<file path="src/logic/dcs_consts.vh">
// Notes on behaviour
// - one shared active-low DRAM reset output
// - supply-ok low isolates PHY, keeps self-refresh
// - core supply-good low isolates PHY
// - presence strap 0 uses SPD, 1 soldered
// - speed strap 00 1066, 01 1333, others reserved
// - width strap 0 x16, 1 x8
// - density strap 00/01/10 = 1/2/4 Gbit
// - rank strap 0 two ranks, 1 one
// - with DIMMs take geometry from SPD data
// - dedicated SMBus host for SPD and sensors
// - SMBus lines only pulled low or released
// - per-rank clock enables control power and self-refresh
`ifndef DCS_CONSTS_VH
`define DCS_CONSTS_VH
// ----------------------------------------
// register map
// ----------------------------------------
`define DCS_ADDR_CTRL 12'h000
`define DCS_ADDR_STRAP 12'h004
`define DCS_ADDR_STATUS 12'h008
`define DCS_ADDR_SMB_CMD 12'h00C
`define DCS_ADDR_SMB_DAT 12'h010
`define DCS_ADDR_SPD_GEOM 12'h014
// ctrl fields
`define DCS_CTRL_RST_BIT 0
`define DCS_CTRL_CKE_LSB 1
`define DCS_CTRL_SR_BIT 3
`define DCS_CTRL_RESET 32'h0000_0000
// strap field positions
`define DCS_ST_SPD_BIT 0
`define DCS_ST_SPEED_LSB 1
`define DCS_ST_WIDTH_BIT 3
`define DCS_ST_DENS_LSB 4
`define DCS_ST_RANK_BIT 6
`define DCS_ST_RSV_BIT 7
// strap encodings
`define DCS_SPEED_1066 2'h0
`define DCS_SPEED_1333 2'h1
`define DCS_WIDTH_X16 1'h0
`define DCS_WIDTH_X8 1'h1
`define DCS_DENS_1G 2'h0
`define DCS_DENS_2G 2'h1
`define DCS_DENS_4G 2'h2
`define DCS_DENS_RSV 2'h3
`define DCS_RANK_TWO 1'h0
`define DCS_RANK_ONE 1'h1
// smbus timing: 10 MHz clock, 100 kHz bus, quarter period 2500 ns
`define DCS_CLK_NS 100
`define DCS_SMB_QTR_NS 2500
`define DCS_SMB_QTR_CYC (`DCS_SMB_QTR_NS / `DCS_CLK_NS)
`endif

</file>
<file path="src/logic/dcs_sideband.v">
// The register addresses and the APB slave port are this design's own decisions.
`timescale 1ns/10ps
`include "dcs_consts.vh"
module dcs_sideband
(
  // clock and reset
  input wire clock,
  input wire reset,
  // apb slave
  input wire psel,
  input wire penable,
  input wire pwrite,
  input wire [11:0] paddr,
  input wire [31:0] pwdata,
  output reg [31:0] prdata,
  output reg pready,
  output reg pslverr,
  // supply monitors
  input wire dram_supply_ok,
  input wire core_supply_good,
  // straps
  input wire presence_detect_en_n,
  input wire [1:0] mem_speed_strap,
  input wire [8:0] suspend_well_strap_pins,
  // dram sideband
  output reg dram_reset_n_out,
  output reg [1:0] dram_clk_en,
  output reg phy_isolate,
  output reg use_spd,
  output reg [1:0] speed_sel,
  output reg width_x8,
  output reg [1:0] density_sel,
  output reg one_rank,
  output reg cfg_reserved,
  // management bus, oe low pulls line low
  input wire mgmt_bus_clk_in,
  input wire mgmt_bus_dat_in,
  output wire mgmt_bus_clk_oe_n,
  output wire mgmt_bus_dat_oe_n
);
  reg [31:0] ctrl_r;
  reg [7:0] strap_r;
  reg [5:0] spd_geom_r;
  reg [31:0] smb_cmd_r;
  reg smb_start_r;
  reg [31:0] rdata_nxt;
  reg addr_ok;
  wire smb_busy;
  wire smb_nack;
  wire [7:0] smb_rdata;
  wire apb_wr;
  wire apb_rd;
  wire isolate;
  wire reserved_code;
  assign apb_wr = psel && penable && pwrite && pready;
  assign apb_rd = psel && !penable && !pwrite;
  assign isolate = !dram_supply_ok || !core_supply_good;
  assign reserved_code = strap_r[`DCS_ST_SPD_BIT] &&
    (strap_r[`DCS_ST_SPEED_LSB + 1] ||
     strap_r[`DCS_ST_DENS_LSB + 1 -: 2] == `DCS_DENS_RSV);
  // ----------------------------------------
  // strap capture at reset release
  // ----------------------------------------
  always @(posedge clock)
  begin
    if (reset)
      strap_r <= 8'h00;
    else if (!strap_r[`DCS_ST_RSV_BIT])
      strap_r <= {1'b1, suspend_well_strap_pins[8], suspend_well_strap_pins[6:5],
        suspend_well_strap_pins[0], mem_speed_strap, presence_detect_en_n};
  end
  // ----------------------------------------
  // apb registers
  // ----------------------------------------
  always @*
  begin
    addr_ok = 1'b1;
    rdata_nxt = 32'h0000_0000;
    case (paddr)
      `DCS_ADDR_CTRL: rdata_nxt = ctrl_r;
      `DCS_ADDR_STRAP: rdata_nxt = {24'h00_0000, strap_r};
      `DCS_ADDR_STATUS: rdata_nxt = {26'h000_0000, reserved_code, isolate,
        core_supply_good, dram_supply_ok, smb_nack, smb_busy};
      `DCS_ADDR_SMB_CMD: rdata_nxt = smb_cmd_r;
      `DCS_ADDR_SMB_DAT: rdata_nxt = {24'h00_0000, smb_rdata};
      `DCS_ADDR_SPD_GEOM: rdata_nxt = {26'h000_0000, spd_geom_r};
      default: addr_ok = 1'b0;
    endcase
  end
  always @(posedge clock)
  begin
    if (reset)
    begin
      ctrl_r <= `DCS_CTRL_RESET;
      smb_cmd_r <= 32'h0000_0000;
      spd_geom_r <= 6'h00;
      smb_start_r <= 1'b0;
      prdata <= 32'h0000_0000;
      pready <= 1'b0;
      pslverr <= 1'b0;
    end
    else
    begin
      smb_start_r <= 1'b0;
      pready <= psel && !penable;
      pslverr <= psel && !penable && !addr_ok;
      if (apb_rd)
        prdata <= rdata_nxt;
      if (apb_wr && addr_ok)
      begin
        case (paddr)
          `DCS_ADDR_CTRL: ctrl_r <= {28'h000_0000, pwdata[3:0]};
          `DCS_ADDR_SMB_CMD:
          begin
            // command held while a transfer is in flight
            if (!smb_busy && !smb_start_r)
            begin
              smb_cmd_r <= pwdata;
              smb_start_r <= pwdata[31];
            end
          end
          `DCS_ADDR_SPD_GEOM: spd_geom_r <= pwdata[5:0];
          default: ctrl_r <= ctrl_r;
        endcase
      end
    end
  end
  // ----------------------------------------
  // dram sideband outputs
  // ----------------------------------------
  always @(posedge clock)
  begin
    if (reset)
    begin
      dram_reset_n_out <= 1'b0;
      dram_clk_en <= 2'h0;
      phy_isolate <= 1'b1;
      use_spd <= 1'b0;
      speed_sel <= 2'h0;
      width_x8 <= 1'b0;
      density_sel <= 2'h0;
      one_rank <= 1'b0;
      cfg_reserved <= 1'b0;
    end
    else
    begin
      dram_reset_n_out <= ctrl_r[`DCS_CTRL_RST_BIT];
      phy_isolate <= isolate;
      if (isolate || ctrl_r[`DCS_CTRL_SR_BIT])
        dram_clk_en <= 2'h0;
      else
        dram_clk_en <= ctrl_r[`DCS_CTRL_CKE_LSB + 1 -: 2] &
          {!one_rank, 1'b1};
      use_spd <= !strap_r[`DCS_ST_SPD_BIT];
      speed_sel <= strap_r[`DCS_ST_SPEED_LSB + 1 -: 2];
      cfg_reserved <= reserved_code;
      if (!strap_r[`DCS_ST_SPD_BIT])
      begin
        width_x8 <= spd_geom_r[0];
        density_sel <= spd_geom_r[2:1];
        one_rank <= spd_geom_r[3];
      end
      else
      begin
        width_x8 <= strap_r[`DCS_ST_WIDTH_BIT];
        density_sel <= strap_r[`DCS_ST_DENS_LSB + 1 -: 2];
        one_rank <= strap_r[`DCS_ST_RANK_BIT];
      end
    end
  end
  // ----------------------------------------
  // management bus host
  // ----------------------------------------
  dcs_smb_host u_smb
  (
    .clock(clock),
    .reset(reset),
    .start(smb_start_r),
    .rd(smb_cmd_r[30]),
    .addr(smb_cmd_r[22:16]),
    .offs(smb_cmd_r[15:8]),
    .wdata(smb_cmd_r[7:0]),
    .busy(smb_busy),
    .nack(smb_nack),
    .rdata(smb_rdata),
    .scl_in(mgmt_bus_clk_in),
    .sda_in(mgmt_bus_dat_in),
    .scl_oe_n(mgmt_bus_clk_oe_n),
    .sda_oe_n(mgmt_bus_dat_oe_n)
  );
endmodule

</file>
<file path="src/logic/dcs_smb_host.v">
`timescale 1ns/10ps
`include "dcs_consts.vh"
module dcs_smb_host
(
  // clock and reset
  input wire clock,
  input wire reset,
  // command
  input wire start,
  input wire rd,
  input wire [6:0] addr,
  input wire [7:0] offs,
  input wire [7:0] wdata,
  output reg busy,
  output reg nack,
  output reg [7:0] rdata,
  // open-drain lines, oe low means pulling low
  input wire scl_in,
  input wire sda_in,
  output reg scl_oe_n,
  output reg sda_oe_n
);
  localparam [2:0] S_IDLE = 3'h0;
  localparam [2:0] S_START = 3'h1;
  localparam [2:0] S_BIT = 3'h2;
  localparam [2:0] S_RSTART = 3'h3;
  localparam [2:0] S_STOP = 3'h4;
  reg [2:0] state_r;
  reg [4:0] tick_r;
  reg [1:0] phase_r;
  reg [3:0] bit_r;
  reg [2:0] byte_r;
  reg [8:0] sh_r;
  wire tick;
  wire [31:0] qtr_last;
  wire last_byte;
  wire [2:0] nbytes;
  assign tick = (tick_r == 5'h00);
  assign qtr_last = `DCS_SMB_QTR_CYC - 1;
  assign nbytes = rd ? 3'h4 : 3'h3;
  assign last_byte = (byte_r == nbytes - 3'h1);
  // ----------------------------------------
  // bit-rate divider
  // ----------------------------------------
  always @(posedge clock)
  begin
    if (reset || state_r == S_IDLE)
      tick_r <= 5'h00;
    else if (tick)
      tick_r <= qtr_last[4:0];
    else
      tick_r <= tick_r - 5'h01;
  end
  // ----------------------------------------
  // byte sequencer: addr+w, offs, [data | rstart addr+r, data]
  // ----------------------------------------
  always @(posedge clock)
  begin
    if (reset)
    begin
      state_r <= S_IDLE;
      phase_r <= 2'h0;
      bit_r <= 4'h0;
      byte_r <= 3'h0;
      sh_r <= 9'h1FF;
      busy <= 1'b0;
      nack <= 1'b0;
      rdata <= 8'h00;
      scl_oe_n <= 1'b1;
      sda_oe_n <= 1'b1;
    end
    else
    begin
      case (state_r)
        S_IDLE:
        begin
          scl_oe_n <= 1'b1;
          sda_oe_n <= 1'b1;
          if (start)
          begin
            busy <= 1'b1;
            nack <= 1'b0;
            byte_r <= 3'h0;
            phase_r <= 2'h0;
            sh_r <= {addr, 1'b0, 1'b1};
            state_r <= S_START;
          end
        end
        S_START, S_RSTART:
          if (tick)
          begin
            phase_r <= phase_r + 2'h1;
            case (phase_r)
              2'h0: sda_oe_n <= 1'b1;
              2'h1: scl_oe_n <= 1'b1;
              2'h2: sda_oe_n <= 1'b0;
              default:
              begin
                scl_oe_n <= 1'b0;
                bit_r <= 4'h0;
                state_r <= S_BIT;
              end
            endcase
          end
        S_BIT:
          if (tick)
          begin
            phase_r <= phase_r + 2'h1;
            case (phase_r)
              2'h0: sda_oe_n <= sh_r[8];
              2'h1: scl_oe_n <= 1'b1;
              2'h2:
                if (scl_in)
                begin
                  sh_r <= {sh_r[7:0], sda_in};
                  if (bit_r == 4'h8 && !(rd && byte_r == 3'h3) && sda_in)
                    nack <= 1'b1;
                end
                else
                  phase_r <= phase_r;
              default:
              begin
                scl_oe_n <= 1'b0;
                bit_r <= bit_r + 4'h1;
                if (bit_r == 4'h8)
                begin
                  bit_r <= 4'h0;
                  byte_r <= byte_r + 3'h1;
                  if (last_byte || nack)
                  begin
                    if (rd && !nack)
                      rdata <= sh_r[8:1];
                    state_r <= S_STOP;
                  end
                  else if (rd && byte_r == 3'h1)
                  begin
                    sh_r <= {addr, 1'b1, 1'b1};
                    state_r <= S_RSTART;
                  end
                  else if (rd && byte_r == 3'h2)
                    sh_r <= 9'h1FF;
                  else
                    sh_r <= {wdata, 1'b1};
                  if (byte_r == 3'h0)
                    sh_r <= {offs, 1'b1};
                end
              end
            endcase
          end
        S_STOP:
          if (tick)
          begin
            phase_r <= phase_r + 2'h1;
            case (phase_r)
              2'h0: sda_oe_n <= 1'b0;
              2'h1: scl_oe_n <= 1'b1;
              2'h2: sda_oe_n <= 1'b1;
              default:
              begin
                busy <= 1'b0;
                state_r <= S_IDLE;
              end
            endcase
          end
        default: state_r <= S_IDLE;
      endcase
    end
  end
endmodule

</file>
<file path="config.mk">
export PLATFORM = sky130hd
export DESIGN_NAME = dcs_sideband
export DESIGN_NICKNAME = d
export VERILOG_FILES = /design/src/logic/dcs_sideband.v /design/src/logic/dcs_smb_host.v
export VERILOG_INCLUDE_DIRS = /design/src /design/src/logic
export SDC_FILE = /design/constraint.sdc
export NUM_CORES = 1
export LEC_CHECK = 0
export ABC_AREA = 1
export ABC_CLOCK_PERIOD_IN_PS = 1650
export BUFFER_PORTS_ARGS = -buffer_cell sky130_fd_sc_hd__buf_2
export CAP_MARGIN = 30
export CORE_ASPECT_RATIO = 0.6
export CORE_MARGIN = 1.5
export CORE_UTILIZATION = 51
export CTS_CLUSTER_DIAMETER = 60
export CTS_CLUSTER_SIZE = 14
export DETAILED_ROUTE_END_ITERATION = 10
export PLACE_DENSITY = 0.77
export REMOVE_ABC_BUFFERS = 1
export SLEW_MARGIN = 15
export SYNTH_ARGS = -nofsm -noshare
export SYNTH_HDL_FRONTEND = slang
export SYNTH_SLANG_ARGS = --single-unit
</file>
<file path="constraint.sdc">
create_clock -name clock -period 1.65 [get_ports clock]
set_input_delay 0.0825 -clock clock [delete_from_list [all_inputs] [get_ports clock]]
set_output_delay 0.0825 -clock clock [all_outputs]
set_load 0.005 [all_outputs]
</file>
After elaboration in Yosys (flattened, before gate mapping). Index checks and enable logic that the tools add are counted.

Word-level logic and storage cells: 212. Register bits after elaboration: 135. Input port bits: 65.

Add/subtract/negate cells: 5. Reduce and logical (&&, ||, !) cells: 65. Bitwise logic cells: 5. Multiplexer cells: 67. Equal/unequal tests: 40.

Operators with widths (number): $pmux 32 s6 (1); $mux 9 (8); $mux 3 (15); $pmux 9 s2 (2); $eq 12x4->1 const B (2); $eq 12x5->1 const B (2); $mux 4 (5); $ne 2x1->1 const B (10); $reduce_and 5->1 (4); $mux 1 (18); $logic_and 1x1->1 (15); $ne 2x2->1 const B (7); $reduce_and 7->1 (2); $eq 12x3->1 const B (1); $eq 3x2->1 const B (4); $logic_not 12->1 (1); $mux 2 (6); $ne 3x1->1 const B (4); $pmux 3 s4 (1); $reduce_and 6->1 (2); $logic_not 1->1 (11); $pmux 1 s2 (5); $reduce_or 2->1 (5); $reduce_and 9->1 (1); 34 further kinds (50).

Logic depth before layout (Yosys ltp).
Depth in word-level cells: 10. Depth in mapped cells: 12. Depth with buffers taken out: 11.

Modules after synthesis. From an unflattened synthesis, not the netlist that was laid out.

Cell total of the unflattened synthesis: 959. Area, all modules: 6457.4 um2.

By module, submodules not included: dcs_sideband (times used 1, seq. area each 1941.9 um2, cells an instance 567, area an instance 3996.3 um2); dcs_smb_host (times used 1, seq. area each 760.7 um2, cells an instance 392, area an instance 2461.1 um2).

Worst setup path after synthesis. No wires, ideal clock.

Path kind: reg-to-reg. Start: reg u_smb.tick_r[0]. End: reg u_smb.rdata[5]. Cell stages (with the launch flop): 9. Arrival: 1445 ps. Setup time: 128 ps. Path slack: 78 ps. Path through: dfxtp_1 > inv_1 > ha_1 > nand3_1 > nor3_1 > nand3_1 > clkbuf_1 > o21ai_0 > a21oi_1.

Longest elaborated chain between the ends: 2.

RTL lines: from (decl) (line dcs_smb_host.v:29) `reg [4:0] tick_r;`; from (signal assigned) (line dcs_smb_host.v:50) `tick_r <= qtr_last[4:0];`; from (signal assigned) (line dcs_smb_host.v:52) `tick_r <= tick_r - 5'h01;`; $logic_not 5->1 (line dcs_smb_host.v:38) `assign tick = (tick_r == 5'h00);`; $reduce_and 6->1 (no line); to (signal assigned) (line dcs_smb_host.v:132) `rdata <= sh_r[8:1];`; to (decl) (line dcs_smb_host.v:16) `output reg [7:0] rdata,`.

No other way between the ends. A chain may end at the register's enable or synchronous reset.

Final worst setup path.
Start: reg u_smb.tick_r[0]. End: reg u_smb.sh_r[6].

Longest elaborated chain between the ends: 3.

RTL lines: $logic_not 5->1 (line dcs_smb_host.v:38); $ne 2x1->1 (no line); $reduce_and 7->1 (no line); to (signal assigned) (line dcs_smb_host.v:85) `sh_r <= {addr, 1'b0, 1'b1};`; to (signal assigned) (line dcs_smb_host.v:115) `sh_r <= {sh_r[7:0], sda_in};`; to (signal assigned) (line dcs_smb_host.v:137) `sh_r <= {addr, 1'b1, 1'b1};`; to (decl) (line dcs_smb_host.v:33) `reg [8:0] sh_r;`.

No other way between the ends.

==> metrics.md <==
| Metric | Value |
|---|---|
| VDD IR-drop max | `667 uV` |
| Routed Antenna Nets | `0` |
| Commonest non-fill, non-tap cells in the layout | `nand2_1, inv_1, dfxtp_1, buf_2, nor2_1` |
| Die X | `150 um` |
| Initial DRC count | `640` |
| Max Cap Violations | `0` |
| Gate power share | `5.9%` |
| RSZ-0062 raised after global routing | `true` |
| I/O Pins | `113` |
| Post-synth EDFFs | `0` |
| Rows | `31` |
| Via-to-Cell Ratio | `5.19` |
| CTS tree | `built` |
| Vias in the first global route | `6200` |
| Most common cell after layout, fill and taps aside | `nand2_1` |
| Setup TNS | `0 ns` |
| Seq/Total Area, Yosys | `41.0%` |
| Clock Tree Root | `clkbuf_16` |
| Syn_area_per_cell | `6.60 um2` |
| Kind of critical path | `flop to flop` |
| Core Area | `12300 um2` |
| Slew headroom | `66.1%` |
| Ys flop type | `dfxtp_1` |
| Synthesized area | `6600 um2` |
| Clock latency on the worst-skew pair | `0.42 ns` |
| Largest net degree at the start of global routing | `51` |
| Deepest clock path buffer count | `2` |
| Final Total Pwr | `0.00723 W` |
| Worst EP required | `1.95 ns` |
| GR met3 Demand/Resource | `6.33%` |
| Maximum clock frequency | `0.622 GHz` |
| Internal Pwr Total | `0.00561 W` |
| Synth Register Bits | `135` |
| Critical path endpoint category | `flop` |
| Placed wire-length estimate | `13.0 mm` |
| I/O Buffers | `107` |
| Critical path peak fanout | `5` |
| DRC viols | `0` |
| Dpl cells | `1287` |
| Pleak | `4.09 nW` |
| WP data arrival | `1.91 ns` |
| TritonCTS Sinks | `135` |
| Post-synthesis async set-or-reset flop share | `0%` |
| CP Launch Type | `flop` |
| CTS Buf Count | `17` |
| N_diodes | `0` |
| GRT Util Overall | `28.0%` |
| Clock slew at reported path FFs | `0.05 ns` |
| Hold Vio Cnt, Final | `0` |
| Die area | `13600 um2` |
| Clock skew | `0.00481 ns` |
| Slew @ Worst Pin | `0.507 ns` |
| Clock network power share | `47.7%` |
| CTS H-tree depth | `4` |
| Flop-to-flop setup slack | `0.04 ns` |
| Fill count | `1031` |
| PwrDens | `849 nW/um2` |
| Yosys warns | `0` |
| Final Setup Violations | `0` |
| Final GP Congestion | `0.937` |
| Slew Viols, Final | `0` |
| Period utilization | `97.5%` |
| Met1 Usage GRT | `42.2%` |
| Min cycle time layout | `1.61 ns` |
| Fraction of layout cells with a size suffix above 1 | `20.3%` |
| Grt total ovfl | `0` |
| Final wirelength | `18.9 mm` |
| Met2 usage in global routing | `39.3%` |
| Wire per inst | `14.1 um` |
| Switch Pwr | `0.00162 W` |
| First-pass GRT wire length | `30.3 mm` |
| Vias | `6942` |
| Status | `completed` |
| Worst min path class | `input port to flop` |
| Switching Share | `22.4%` |
| Syn-to-layout area delta | `29.2%` |
| Most Used Layer, Global Route | `met1` |
| Sequential Power Share | `46.4%` |
| Antenna violations before repair | `0` |
| TritonRoute pass-1 iters | `7` |
| Nets@finish | `1242` |
| Syn Inst Count | `1000` |
| Starting Density | `53.5%` |
| Post-route insts no fill | `1337` |
| DIE HEIGHT | `91.1 um` |
| Post-synth cell types | `31` |
==> cells by family after synthesis <==
group / share of synthesized area, %
and+or+nand+nor: 30.0
buffers and inverters: 12.8
AOI/OAI and AO/OA: 13.8
DFF: 41.0
adders and majority gates: 2.47
==> final cells by class <==
class	count	area, um2	share of cell area, %
inverter	179	674	7.91
timing repair buffer	187	1250	14.7
multi-input combinational	644	3160	37.1
tap	165	206	2.42
sequential	135	2710	31.8
clock buffer	22	464	5.45
clock inverter	5	52.6	0.617
==> power groups by stage <==
stage / Clock [W] / Sequential, W / Combinational, W
after floorplan: 0 / 0.00342 / 0.000174
after global placement: 0 / 0.00342 / 0.000377
after detailed placement: 0 / 0.00342 / 0.000384
after CTS: 0.00347 / 0.00335 / 0.000423
after global routing: 0.00363 / 0.00336 / 0.000479
final: 0.00345 / 0.00335 / 0.000430
==> path summary, 6_finish.rpt <==
kind	start	endpoint	depth (start not counted)
hold / removal	pwdata[7]	smb_cmd_r[7]	5
setup / recovery	u_smb.tick_r[0]	u_smb.sh_r[6]	9
setup reg to reg	u_smb.tick_r[0]	u_smb.sh_r[6]	9
hold reg to reg	u_smb.tick_r[0]	u_smb.tick_r[0]	1
==> synth_stat cells, types with 2 or more instances <==
| cell | number | area [um2] |
|---|---|---|
| nand2_2 | 3 | 18.8 |
| nor2_2 | 4 | 25.0 |
| ha_1 | 13 | 163 |
| dfxtp_1 | 135 | 2700 |
| buf_1 | 8 | 30.0 |
| nand4_1 | 47 | 294 |
| a21oi_1 | 80 | 400 |
| inv_1 | 175 | 657 |
| nand2_1 | 229 | 860 |
| nand3_1 | 45 | 225 |
| a31oi_1 | 2 | 12.5 |
| buf_2 | 11 | 55.1 |
| nor3b_1 | 2 | 15.0 |
| o21ai_0 | 70 | 350 |
| a211oi_1 | 3 | 22.5 |
| o22ai_1 | 15 | 93.8 |
| inv_2 | 3 | 11.3 |
| o211ai_1 | 2 | 15.0 |
| clkbuf_1 | 24 | 90.1 |
| nor2_1 | 110 | 413 |
| nor3_1 | 7 | 35.0 |
| or2_2 | 3 | 18.8 |
==> layer usage <==
metal / share of wire, % / up-vias
li1: - / 3503
met1: 49 / 3075
met2: 40 / 335
met3: 10 / 29
met4: 1.2 / 0
met5: 0 / -
==> critical path, cell delays in order (launching register included) <==
cell and delay [ns]:
dfxtp_1 0.31, inv_1 0.07, ha_1 0.16, nand3_2 0.12, nand2_1 0.11, nand2_1 0.12
nor3_4 0.24, nand2_2 0.15, a21oi_1 0.14, nand2_1 0.07
==> through the flow <==
step / hold WS, ns / utilization, % / setup WS (ns) / cell area, um2
after global routing: 0.0259 / 69.1 / -0.0550 / 8520
after detailed placement: 0.338 / 62.2 / -0.0113 / 7680
after CTS: 0.00247 / 68.2 / 0.00853 / 8410
after floorplan: 0.149 / - / -1.05 / 6420
after global placement: 0.334 / 62.2 / 0.0635 / 7680
final: 0.0109 / 69.1 / 0.0410 / 8520
==> registers in the layout, summed over array words and instances, names as in the netlist, 2 cells and up <==
signal / cells
u_smb.rdata: 8
density_sel: 2
u_smb.phase_r: 2
ctrl_r: 4
u_smb.tick_r: 5
dram_clk_en: 2
u_smb.bit_r: 4
u_smb.byte_r: 3
smb_cmd_r: 32
speed_sel: 2
spd_geom_r: 6
strap_r: 8
prdata: 32
u_smb.sh_r: 9
u_smb.state_r: 3
==> what timing repair did <==
item                                    in CTS  in global routing
buffers inserted                             0                  2
hold buffers                                20                  0
endpoints found under the setup margin      15                 24
resized for setup                            9                 30
gates cloned                                 0                  1
endpoints found under the hold margin       20                  0
pin swaps                                    0                  6
No activity file was read; power rests on OpenSTA's default activity.
